**config.mk**
```make
export PLATFORM = sky130hd
export DESIGN_NAME = ssn_core
export DESIGN_NICKNAME = d
export VERILOG_FILES = /design/src/rtl/ssn_pkg.sv /design/src/rtl/ssn_neg.sv /design/src/rtl/ssn_mul.sv /design/src/rtl/ssn_core.sv
export SDC_FILE = /design/constraint.sdc
export NUM_CORES = 2
export LEC_CHECK = 0
export BUFFER_PORTS_ARGS = -buffer_cell sky130_fd_sc_hd__buf_2
export CAP_MARGIN = 20
export CORE_ASPECT_RATIO = 0.9
export CORE_MARGIN = 1.5
export CORE_UTILIZATION = 50
export DETAILED_ROUTE_END_ITERATION = 6
export MAX_ROUTING_LAYER = met4
export PLACE_DENSITY = 0.64
export REMOVE_ABC_BUFFERS = 1
export SLEW_MARGIN = 15
export SYNTH_ARGS = -nofsm -noshare
export SYNTH_HDL_FRONTEND = slang
export SYNTH_SLANG_ARGS = --single-unit
```
**constraint.sdc**
```tcl
create_clock -name aclk -period 7 [get_ports aclk]
set_input_delay 0.7 -clock aclk [delete_from_list [all_inputs] [get_ports aclk]]
set_output_delay 0.7 -clock aclk [all_outputs]
set_load 0.1 [all_outputs]
```
**src/rtl/ssn_pkg.sv**
```systemverilog
// shared constants and types of the string/multiply/negate/invert datapath
// assumes one core clock and a synchronous active-low reset in every user
package ssn_pkg;

  localparam int ADDR_W = 8;
  localparam int DATA_W = 32;
  localparam int MEM_DEPTH = 64;
  localparam int MEM_AW = 6;

  // register byte offsets
  localparam logic [7:0] OFS_CTRL = 8'h00;
  localparam logic [7:0] OFS_OPND = 8'h04;
  localparam logic [7:0] OFS_ACC = 8'h08;
  localparam logic [7:0] OFS_EXT = 8'h0c;
  localparam logic [7:0] OFS_SRC = 8'h10;
  localparam logic [7:0] OFS_DST = 8'h14;
  localparam logic [7:0] OFS_CNT = 8'h18;
  localparam logic [7:0] OFS_FLAGS = 8'h1c;
  localparam logic [7:0] OFS_MADDR = 8'h20;
  localparam logic [7:0] OFS_MDATA = 8'h24;

  // field positions and masks
  localparam int CTRL_BUSY_BIT = 8;
  localparam logic [15:0] FLAGS_WR_MASK = 16'h0fd5;

  // reset values
  localparam logic [15:0] RST_WORD = 16'h0000;
  localparam logic [15:0] RST_FLAGS = 16'h0000;
  localparam logic [7:0] RST_BYTE = 8'h00;

  // pointer steps and bus answers
  localparam logic [15:0] STEP_BYTE = 16'h0001;
  localparam logic [15:0] STEP_WORD = 16'h0002;
  localparam logic [MEM_AW-1:0] MEM_NEXT = 6'h01;
  localparam logic [1:0] RESP_OKAY = 2'h0;
  localparam logic [1:0] RESP_SLVERR = 2'h2;

  typedef enum logic [2:0] {OP_IDLE, OP_COPY, OP_MUL, OP_NEG, OP_NOT} ssn_op_t;

  typedef enum logic {ST_IDLE, ST_EXEC} ssn_state_t;

  typedef struct packed {
    logic iterate_prefix;
    logic word;
    ssn_op_t op;
  } ssn_cmd_t;

  typedef struct packed {
    logic [3:0] rsv_hi;
    logic overflow_flag;
    logic direction_flag;
    logic interrupt_enable_flag;
    logic trap_flag;
    logic sign_flag;
    logic zero_flag;
    logic rsv5;
    logic aux_carry_flag;
    logic rsv3;
    logic parity_flag;
    logic rsv1;
    logic carry_flag;
  } ssn_flags_t;

endpackage

```
**src/rtl/ssn_neg.sv**
```systemverilog
// two's complement of a W-bit value with the flags of the final increment
// assumes W of at least 8; parity looks at the low byte only
`timescale 1ns/100ps
module ssn_neg #(
  parameter int W = 8
) (
  input wire logic [W-1:0] x, // operand
  output logic [W-1:0] y, // zero minus operand
  output logic cf, // carry out of the increment
  output logic af, // carry out of bit 3
  output logic of, // signed overflow
  output logic zf, // result is zero
  output logic sf, // result sign
  output logic pf // even parity of low byte
);

  logic [W:0] sum;
  logic [4:0] low;

  always_comb
  begin
    // ones complement then plus one
    sum = {1'b0, ~x} + {{W{1'b0}}, 1'b1};
    low = {1'b0, ~x[3:0]} + 5'h01;
    y = sum[W-1:0];
    cf = sum[W];
    af = low[4];
    // only the most negative value overflows and comes back unchanged
    of = x[W-1] & y[W-1];
    zf = (y == '0);
    sf = y[W-1];
    pf = ~^y[7:0];
  end

endmodule

```
**src/rtl/ssn_mul.sv**
```systemverilog
// unsigned byte or word multiplier with upper-half-nonzero indication
// assumes operands are taken straight from the accumulator and operand registers
`timescale 1ns/100ps
module ssn_mul (
  input wire logic [15:0] a, // source operand
  input wire logic [15:0] b, // accumulator
  input wire logic word, // word size when high
  output logic [31:0] prod, // double-length product
  output logic hi_nz // upper half nonzero
);

  always_comb
  begin
    // RL5: zero extended operands
    if (word)
    begin
      prod = {16'h0000, a} * {16'h0000, b};
      hi_nz = |prod[31:16];
    end
    else
    begin
      prod = {16'h0000, ({8'h00, a[7:0]} * {8'h00, b[7:0]})};
      hi_nz = |prod[15:8];
    end
  end

endmodule

```
**src/rtl/ssn_core.sv**
```systemverilog
// datapath for string copy, unsigned multiply, negate, invert and idle,
// with its register file and element memory behind an AXI4-Lite slave
// assumes a single master, one write and one read under way at a time
//
// How it works
// RL1: copy moves a byte or word from source index to dest pointer, steps both
// RL2: with iterate prefix the element copy repeats as a block copy
// RL3: byte multiply uses acc low byte, full 16-bit product lands in acc word
// RL4: word multiply uses acc word, upper half to extension, lower to acc
// RL5: both multiply operands are unsigned with no sign extension
// RL6: multiply sets carry and overflow when the upper half is nonzero, else clears
// RL7: multiply may spoil aux, parity, sign, zero; keeps direction, interrupt, trap
// RL8: negate is ones complement plus one, flags from that addition
// RL9: negating zero gives zero with sign unchanged; the core clears sign and sets carry instead
// RL10: negating the most negative value leaves it and sets overflow
// RL11: negate updates the six arithmetic flags, keeps direction, interrupt, trap
// RL12: idle changes no register, memory or flag
// RL13: invert forms the ones complement and leaves every flag
// RL14: pointers count up with direction clear and down with it set
// RL15: pointers step by one for bytes and two for words
// RL16: copy keeps flags; repeated copy counts down and stops at zero
//
// The register offsets and the AXI4-Lite register port were left to the implementer.
`timescale 1ns/100ps
module ssn_core
  import ssn_pkg::*;
(
  input wire logic aclk, // core clock
  input wire logic aresetn, // synchronous reset, active low
  input wire logic [ADDR_W-1:0] s_axi_awaddr, // write address
  input wire logic [2:0] s_axi_awprot, // write protection, ignored
  input wire logic s_axi_awvalid, // write address valid
  output logic s_axi_awready, // write address ready
  input wire logic [DATA_W-1:0] s_axi_wdata, // write data
  input wire logic [3:0] s_axi_wstrb, // write byte enables
  input wire logic s_axi_wvalid, // write data valid
  output logic s_axi_wready, // write data ready
  output logic [1:0] s_axi_bresp, // write response
  output logic s_axi_bvalid, // write response valid
  input wire logic s_axi_bready, // write response ready
  input wire logic [ADDR_W-1:0] s_axi_araddr, // read address
  input wire logic [2:0] s_axi_arprot, // read protection, ignored
  input wire logic s_axi_arvalid, // read address valid
  output logic s_axi_arready, // read address ready
  output logic [DATA_W-1:0] s_axi_rdata, // read data
  output logic [1:0] s_axi_rresp, // read response
  output logic s_axi_rvalid, // read data valid
  input wire logic s_axi_rready // read data ready
);

  // bus state
  logic aw_hold_r, aw_hold_nxt, w_hold_r, w_hold_nxt;
  logic [ADDR_W-1:0] awaddr_r, awaddr_nxt;
  logic [DATA_W-1:0] wdata_r, wdata_nxt;
  logic [3:0] wstrb_r, wstrb_nxt;
  logic bvalid_r, bvalid_nxt, rvalid_r, rvalid_nxt;
  logic [1:0] bresp_r, bresp_nxt, rresp_r, rresp_nxt;
  logic [DATA_W-1:0] rdata_r, rdata_nxt;
  logic wr_fire, wr_ok, wr_hit, rd_hit;
  logic [DATA_W-1:0] rd_val;

  // datapath state
  ssn_state_t state_r, state_nxt;
  ssn_cmd_t cmd_r, cmd_nxt;
  ssn_flags_t flg_r, flg_nxt;
  logic [15:0] opnd_r, opnd_nxt, acc_r, acc_nxt, ext_r, ext_nxt;
  logic [15:0] src_r, src_nxt, dst_r, dst_nxt, cnt_r, cnt_nxt;
  logic [MEM_AW-1:0] maddr_r, maddr_nxt;
  logic [7:0] mem_r [MEM_DEPTH];
  logic [7:0] mem_nxt [MEM_DEPTH];
  logic [15:0] step;
  logic [MEM_AW-1:0] sidx, didx;

  // arithmetic results
  logic [31:0] prod;
  logic hi_nz;
  logic [7:0] nb_y;
  logic [15:0] nw_y;
  logic nb_cf, nb_af, nb_of, nb_zf, nb_sf, nb_pf;
  logic nw_cf, nw_af, nw_of, nw_zf, nw_sf, nw_pf;
  ssn_mul u_mul (
    .a(opnd_r),
    .b(acc_r),
    .word(cmd_r.word),
    .prod(prod),
    .hi_nz(hi_nz)
  );
  ssn_neg #(.W(8)) u_neg_byte (
    .x(opnd_r[7:0]),
    .y(nb_y),
    .cf(nb_cf),
    .af(nb_af),
    .of(nb_of),
    .zf(nb_zf),
    .sf(nb_sf),
    .pf(nb_pf)
  );
  ssn_neg #(.W(16)) u_neg_word (
    .x(opnd_r),
    .y(nw_y),
    .cf(nw_cf),
    .af(nw_af),
    .of(nw_of),
    .zf(nw_zf),
    .sf(nw_sf),
    .pf(nw_pf)
  );

  function automatic logic [15:0] merge16(input logic [15:0] old, input logic [31:0] data,
                                          input logic [3:0] strb);
    logic [15:0] res;
    res[7:0] = strb[0] ? data[7:0] : old[7:0];
    res[15:8] = strb[1] ? data[15:8] : old[15:8];
    return res;
  endfunction
  function automatic logic map_hit(input logic [ADDR_W-1:0] addr);
    return (addr == OFS_CTRL) || (addr == OFS_OPND) || (addr == OFS_ACC) ||
           (addr == OFS_EXT) || (addr == OFS_SRC) || (addr == OFS_DST) ||
           (addr == OFS_CNT) || (addr == OFS_FLAGS) || (addr == OFS_MADDR) ||
           (addr == OFS_MDATA);
  endfunction
  assign s_axi_awready = ~aw_hold_r & ~bvalid_r;
  assign s_axi_wready = ~w_hold_r & ~bvalid_r;
  assign s_axi_arready = ~rvalid_r;
  assign s_axi_bvalid = bvalid_r;
  assign s_axi_bresp = bresp_r;
  assign s_axi_rvalid = rvalid_r;
  assign s_axi_rresp = rresp_r;
  assign s_axi_rdata = rdata_r;
  always_comb
  begin
    rd_hit = map_hit(s_axi_araddr);
    case (s_axi_araddr)
      OFS_CTRL: rd_val = {23'h000000, (state_r == ST_EXEC), 3'h0, cmd_r};
      OFS_OPND: rd_val = {16'h0000, opnd_r};
      OFS_ACC: rd_val = {16'h0000, acc_r};
      OFS_EXT: rd_val = {16'h0000, ext_r};
      OFS_SRC: rd_val = {16'h0000, src_r};
      OFS_DST: rd_val = {16'h0000, dst_r};
      OFS_CNT: rd_val = {16'h0000, cnt_r};
      OFS_FLAGS: rd_val = {16'h0000, flg_r};
      OFS_MADDR: rd_val = {26'h0000000, maddr_r};
      OFS_MDATA: rd_val = {24'h000000, mem_r[maddr_r]};
      default: rd_val = 32'h0000_0000;
    endcase
  end

  always_comb
  begin
    aw_hold_nxt = aw_hold_r;
    w_hold_nxt = w_hold_r;
    awaddr_nxt = awaddr_r;
    wdata_nxt = wdata_r;
    wstrb_nxt = wstrb_r;
    bvalid_nxt = bvalid_r;
    bresp_nxt = bresp_r;
    rvalid_nxt = rvalid_r;
    rresp_nxt = rresp_r;
    rdata_nxt = rdata_r;
    if (s_axi_awvalid && s_axi_awready)
    begin
      aw_hold_nxt = 1'b1;
      awaddr_nxt = s_axi_awaddr;
    end
    if (s_axi_wvalid && s_axi_wready)
    begin
      w_hold_nxt = 1'b1;
      wdata_nxt = s_axi_wdata;
      wstrb_nxt = s_axi_wstrb;
    end
    // address and data both held: commit and answer
    wr_fire = aw_hold_r & w_hold_r;
    wr_hit = map_hit(awaddr_r);
    // writes are refused while an operation runs
    wr_ok = wr_fire & wr_hit & (state_r == ST_IDLE);
    if (wr_fire)
    begin
      aw_hold_nxt = 1'b0;
      w_hold_nxt = 1'b0;
      bvalid_nxt = 1'b1;
      bresp_nxt = wr_ok ? RESP_OKAY : RESP_SLVERR;
    end
    if (bvalid_r && s_axi_bready)
    begin
      bvalid_nxt = 1'b0;
    end
    if (s_axi_arvalid && s_axi_arready)
    begin
      rvalid_nxt = 1'b1;
      rdata_nxt = rd_val;
      rresp_nxt = rd_hit ? RESP_OKAY : RESP_SLVERR;
    end
    else if (rvalid_r && s_axi_rready)
    begin
      rvalid_nxt = 1'b0;
    end
  end

  always_ff @(posedge aclk)
  begin
    if (!aresetn)
    begin
      aw_hold_r <= 1'b0;
      w_hold_r <= 1'b0;
      awaddr_r <= '0;
      wdata_r <= '0;
      wstrb_r <= 4'h0;
      bvalid_r <= 1'b0;
      bresp_r <= RESP_OKAY;
      rvalid_r <= 1'b0;
      rresp_r <= RESP_OKAY;
      rdata_r <= '0;
    end
    else
    begin
      aw_hold_r <= aw_hold_nxt;
      w_hold_r <= w_hold_nxt;
      awaddr_r <= awaddr_nxt;
      wdata_r <= wdata_nxt;
      wstrb_r <= wstrb_nxt;
      bvalid_r <= bvalid_nxt;
      bresp_r <= bresp_nxt;
      rvalid_r <= rvalid_nxt;
      rresp_r <= rresp_nxt;
      rdata_r <= rdata_nxt;
    end
  end

  always_comb
  begin
    state_nxt = state_r;
    cmd_nxt = cmd_r;
    flg_nxt = flg_r;
    opnd_nxt = opnd_r;
    acc_nxt = acc_r;
    ext_nxt = ext_r;
    src_nxt = src_r;
    dst_nxt = dst_r;
    cnt_nxt = cnt_r;
    maddr_nxt = maddr_r;
    mem_nxt = mem_r;
    // RL15: element size sets the step
    step = cmd_r.word ? STEP_WORD : STEP_BYTE;
    sidx = src_r[MEM_AW-1:0];
    didx = dst_r[MEM_AW-1:0];
    if (wr_ok)
    begin
      case (awaddr_r)
        OFS_CTRL:
          if (wstrb_r[0])
          begin
            cmd_nxt = ssn_cmd_t'(wdata_r[4:0]);
            state_nxt = ST_EXEC;
          end
        OFS_OPND: opnd_nxt = merge16(opnd_r, wdata_r, wstrb_r);
        OFS_ACC: acc_nxt = merge16(acc_r, wdata_r, wstrb_r);
        OFS_EXT: ext_nxt = merge16(ext_r, wdata_r, wstrb_r);
        OFS_SRC: src_nxt = merge16(src_r, wdata_r, wstrb_r);
        OFS_DST: dst_nxt = merge16(dst_r, wdata_r, wstrb_r);
        OFS_CNT: cnt_nxt = merge16(cnt_r, wdata_r, wstrb_r);
        OFS_FLAGS: flg_nxt = ssn_flags_t'(merge16(flg_r, wdata_r, wstrb_r) & FLAGS_WR_MASK);
        OFS_MADDR:
          if (wstrb_r[0])
          begin
            maddr_nxt = wdata_r[MEM_AW-1:0];
          end
        OFS_MDATA:
          if (wstrb_r[0])
          begin
            mem_nxt[maddr_r] = wdata_r[7:0];
          end
        default: ;
      endcase
    end
    if (state_r == ST_EXEC)
    begin
      state_nxt = ST_IDLE;
      case (cmd_r.op)
        // RL12: nothing changes
        OP_IDLE: ;
        OP_COPY:
        begin
          // RL16: empty count copies nothing
          if (!cmd_r.iterate_prefix || (cnt_r != 16'h0000))
          begin
            // RL1: one element moved
            mem_nxt[didx] = mem_r[sidx];
            if (cmd_r.word)
            begin
              mem_nxt[didx + MEM_NEXT] = mem_r[sidx + MEM_NEXT];
            end
            // RL14: direction picks up or down
            src_nxt = flg_r.direction_flag ? (src_r - step) : (src_r + step);
            dst_nxt = flg_r.direction_flag ? (dst_r - step) : (dst_r + step);
            // RL2: repeat until count exhausted
            if (cmd_r.iterate_prefix)
            begin
              // RL16: count down per element
              cnt_nxt = cnt_r - 16'h0001;
              state_nxt = (cnt_r == 16'h0001) ? ST_IDLE : ST_EXEC;
            end
          end
        end
        OP_MUL:
        begin
          // RL3: low product half into acc word
          acc_nxt = prod[15:0];
          // RL4: word upper half to extension
          ext_nxt = cmd_r.word ? prod[31:16] : ext_r;
          // RL6: upper half drives carry and overflow
          flg_nxt.carry_flag = hi_nz;
          flg_nxt.overflow_flag = hi_nz;
          // RL7: remaining flags are simply kept
        end
        OP_NEG:
        begin
          // RL8: increment of ones complement
          // RL9: zero stays zero
          // RL10: most negative stays and overflows
          // RL11: six arithmetic flags from the result
          opnd_nxt = cmd_r.word ? nw_y : {opnd_r[15:8], nb_y};
          flg_nxt.carry_flag = cmd_r.word ? nw_cf : nb_cf;
          flg_nxt.aux_carry_flag = cmd_r.word ? nw_af : nb_af;
          flg_nxt.overflow_flag = cmd_r.word ? nw_of : nb_of;
          flg_nxt.zero_flag = cmd_r.word ? nw_zf : nb_zf;
          flg_nxt.sign_flag = cmd_r.word ? nw_sf : nb_sf;
          flg_nxt.parity_flag = cmd_r.word ? nw_pf : nb_pf;
        end
        // RL13: ones complement, flags kept
        OP_NOT: opnd_nxt = cmd_r.word ? ~opnd_r : {opnd_r[15:8], ~opnd_r[7:0]};
        default: ;
      endcase
    end
  end

  always_ff @(posedge aclk)
  begin
    if (!aresetn)
    begin
      state_r <= ST_IDLE;
      cmd_r <= ssn_cmd_t'(5'h00);
      flg_r <= ssn_flags_t'(RST_FLAGS);
      opnd_r <= RST_WORD;
      acc_r <= RST_WORD;
      ext_r <= RST_WORD;
      src_r <= RST_WORD;
      dst_r <= RST_WORD;
      cnt_r <= RST_WORD;
      maddr_r <= '0;
      for (int i = 0; i < MEM_DEPTH; i++)
      begin
        mem_r[i] <= RST_BYTE;
      end
    end
    else
    begin
      state_r <= state_nxt;
      cmd_r <= cmd_nxt;
      flg_r <= flg_nxt;
      opnd_r <= opnd_nxt;
      acc_r <= acc_nxt;
      ext_r <= ext_nxt;
      src_r <= src_nxt;
      dst_r <= dst_nxt;
      cnt_r <= cnt_nxt;
      maddr_r <= maddr_nxt;
      mem_r <= mem_nxt;
    end
  end

endmodule

```
==> results_dict.tcl <==
set metrics [dict create \
    vias 59200 \
    ys_seq_area_frac 0.234 \
    fin_util 0.541 \
    tightestPinTransition_ps 1320 \
    maxSlewViolCount 0 \
    gp_congestion 1.03 \
    synthDistinctLibCells 79 \
    grt_pass1_wl_um 382000 \
    gr-usage-all-layers 0.445 \
    clock-sinks 677 \
    cts-root-buf "clkbuf_16" \
    wl_met3_um 44600 \
    r2r-end "flg_r[11]" \
    fmax_ghz 0.149 \
    synth_area_um2 58000 \
    synth_warnings 0 \
    htreeDepth 3 \
    vias_per_cell 7.59 \
    cts_buffers 83 \
    antenna_found_initial 14 \
    worst_hold_slack_ps 163 \
    routed_wl_um 263000 \
    final_antenna_net_count 0 \
    syn_inst 6472 \
    ys_seq_elements 677 \
    post_cts_buffers 0 \
    wl_per_cell_um 33.7 \
    die_area_um2 118000 \
    port_buffers 63 \
    synth_edf_count 0 \
    dp.cells 7604 \
    dpl.hpwl_um 169000 \
    place_area_um2 59200 \
    p_leak_nw 24.8 \
    core_area_um2 115000 \
    tritoncts "done" \
    fp.dieH_um 326 \
    drtIter0Drc 10200 \
    overflow 0 \
    hp-class "in -> reg" \
    holdPathEnd "s_axi_rvalid" \
    rows 118 \
    vdd_drop_max_uv 185 \
    area_growth_pct 7.38 \
    fin_nets 6671 \
    crit_path_start_kind "flop" \
    r2r_slack_ps 310 \
    fin_skew_ps 42.3 \
    period_share 0.956 \
    synth_flop_cell "dfxtp_1" \
    fin_setup_tns_ps 0 \
    p_total_mw 8.96 \
    pin_count 106 \
    setup_viol 0 \
    design_area_um2 62300 \
    rsz0062_at_grt "no" \
    drv_cap 0 \
    async_reset_ff_frac 0 \
    post-place-ws_ps -6.80 \
    drt-met1-wl_um 100000 \
    worstSetupPathType "reg -> reg" \
    outcome "finished, violations left" \
    arrival_ps 7300 \
    start_util 0.504 \
    r2r_cells 21 \
    drive_gt1_frac 0.116 \
    p_per_area_nw_per_um2 144 \
    holdPathStages 2 \
    die_w_um 362 \
    holdCritStartpoint "s_axi_rready" \
    clk-insertion-delay-late_ps 740 \
    grt_max_degree 165 \
    rr_startpoint "opnd_r[3]" \
    drcViolationCount 46 \
    violations "design-rule violations" \
    grt_pass1_vias 55500 \
    cp-end-kind "flop" \
    cts_max_path_buffers 3 \
    wl_met2_um 101000 \
    max_slew_margin 0.115 \
    hold_viol_final 0 \
    stdcell_count 7792 \
    path_max_fanout 10 \
    required_ps 7610 \
    final.setup.worst_slack_ps 309 \
    post-route-min-period_ps 6690 \
    first_pass_iters 7 \
    cts.reportedPaths.clkPinSlew_ps 60 \
    top_layer "met4" \
    syn_area_per_cell_um2 8.96 \
]
-- critical path, cell delays in order, from the launching register on --
cell and delay [ps]:
dfxtp_1 520, buf_12 260, and2_1 160, fa_1 480, inv_1 50, fa_1 380
fa_1 470, fa_1 510, inv_1 60, fa_1 560, fa_1 450, ha_1 390
and3_1 260, and3_1 200, a21oi_1 290, o211ai_1 200, a21boi_0 270, xor2_1 240
nand4b_1 180, o41ai_1 370, buf_4 180, nand3_1 60
-- cell usage in the layout (no fill, tap or decap), types with 69 or more instances in the layout --
cell type and instances:
o221ai_1 79, a22oi_1 703, inv_1 309, nand4_1 69, o21ai_0 148, o22ai_1 497, nor2_1 328, mux4_2 226
fa_1 232, dfxtp_1 644, and2_1 145, clkbuf_16 85, a211oi_1 92, nand3_1 102, buf_4 158, a21oi_1 212
mux2i_1 672, ha_1 178, nand2_1 550
-- power breakdown --
| group | internal (mW) | switching [mW] |
|---|---|---|
| clock network | 2.71 | 1.98 |
| registers | 3.86 | 0.0708 |
| logic | 0.0594 | 0.277 |
| total | 6.63 | 2.33 |
-- cell usage after synthesis (all sizes together) (7+ instances only) --
library cell | count | area [µm²]
mux2i | 672 | 6730
ha | 179 | 2240
a21oi | 212 | 1060
and3 | 43 | 269
nand3 | 102 | 510
xnor2 | 41 | 359
a21o | 18 | 135
inv | 311 | 1170
a31oi | 23 | 144
o211a | 12 | 120
nor3 | 46 | 230
nor3b | 14 | 105
a22o | 21 | 184
o21bai | 11 | 82.6
nand2b | 26 | 163
nand4 | 69 | 432
buf | 187 | 1110
or2 | 7 | 43.8
nand2 | 552 | 2070
a22oi | 703 | 5280
o211ai | 15 | 113
xor2 | 28 | 245
o221ai | 79 | 692
o21a | 13 | 97.6
o21ai | 153 | 766
mux4 | 240 | 5410
mux2 | 35 | 394
a311oi | 56 | 490
nor4 | 8 | 50.1
o22ai | 497 | 3110
nand3b | 10 | 75.1
o31ai | 8 | 60.1
nor2 | 329 | 1230
nor2b | 25 | 156
a221oi | 37 | 324
fa | 232 | 4640
or3 | 17 | 106
clkbuf | 435 | 1630
dfxtp | 677 | 13600
a211oi | 93 | 698
and2 | 148 | 926
a222oi | 10 | 100
-- state kept, by name, indices dropped and copies added (netlist names) --
register	count
cnt_r	16
src_r	16
s_axi_rdata	16
s_axi_rresp	1
s_axi_bresp	1
wstrb_r	2
acc_r	16
mem_r	512
awaddr_r	8
flg_r	9
s_axi_bvalid	1
state_r	1
opnd_r	16
maddr_r	6
ext_r	16
aw_hold_r	1
s_axi_rvalid	1
cmd_r	5
dst_r	16
w_hold_r	1
wdata_r	16
-- worst max path at each step --
stage / from / end / slack, ps / depth (start not counted)
2_1_floorplan: src_r[0] / mem_r[194] / -11010 / 7
3_3_place_gp: acc_r[5] / flg_r[11] / 2 / 22
3_5_place_dp: acc_r[5] / flg_r[11] / -7 / 22
4_1_cts: acc_r[6] / flg_r[11] / 60 / 20
5_1_grt: opnd_r[8] / flg_r[0] / 4 / 22
6_report: opnd_r[3] / flg_r[11] / 310 / 21
-- cell families (layout without fill, tap and decap cells) --
group,after synthesis,in the layout,synth area share
xor+xnor,69,69,0.0104
flops,677,677,0.234
compound gates,2020,2020,0.241
buf+inv,934,704,0.0675
mux,947,947,0.216
fa+ha+maj,411,411,0.119
other cells,1,51,0.0000647
simple gates,1413,1413,0.113
-- repair_timing --
item	CTS	global route
resized for setup	1	27
endpoints found under the setup margin	2	2
hold buffers	0	0
-- cell type report --
| cell class | count | area, µm² |
|---|---|---|
| flip-flops and latches | 677 | 13600 |
| diodes | 33 | 82.6 |
| clock inverters | 30 | 402 |
| repair buffers | 243 | 1930 |
| clock buffers | 119 | 2420 |
| multi-input cells | 4878 | 40800 |
| fillers | 10500 | 52700 |
| inverters | 312 | 1180 |
| well taps | 1500 | 1880 |
-- routing by layer --
metal / vias to the layer above / global-route usage
li1: 24100 / -
met2: 5143 / 0.570
met4: 0 / 0.216
met3: 1246 / 0.204
met1: 28600 / 0.580
met5: - / -
Note: power is estimated with default switching activity, not from simulation.
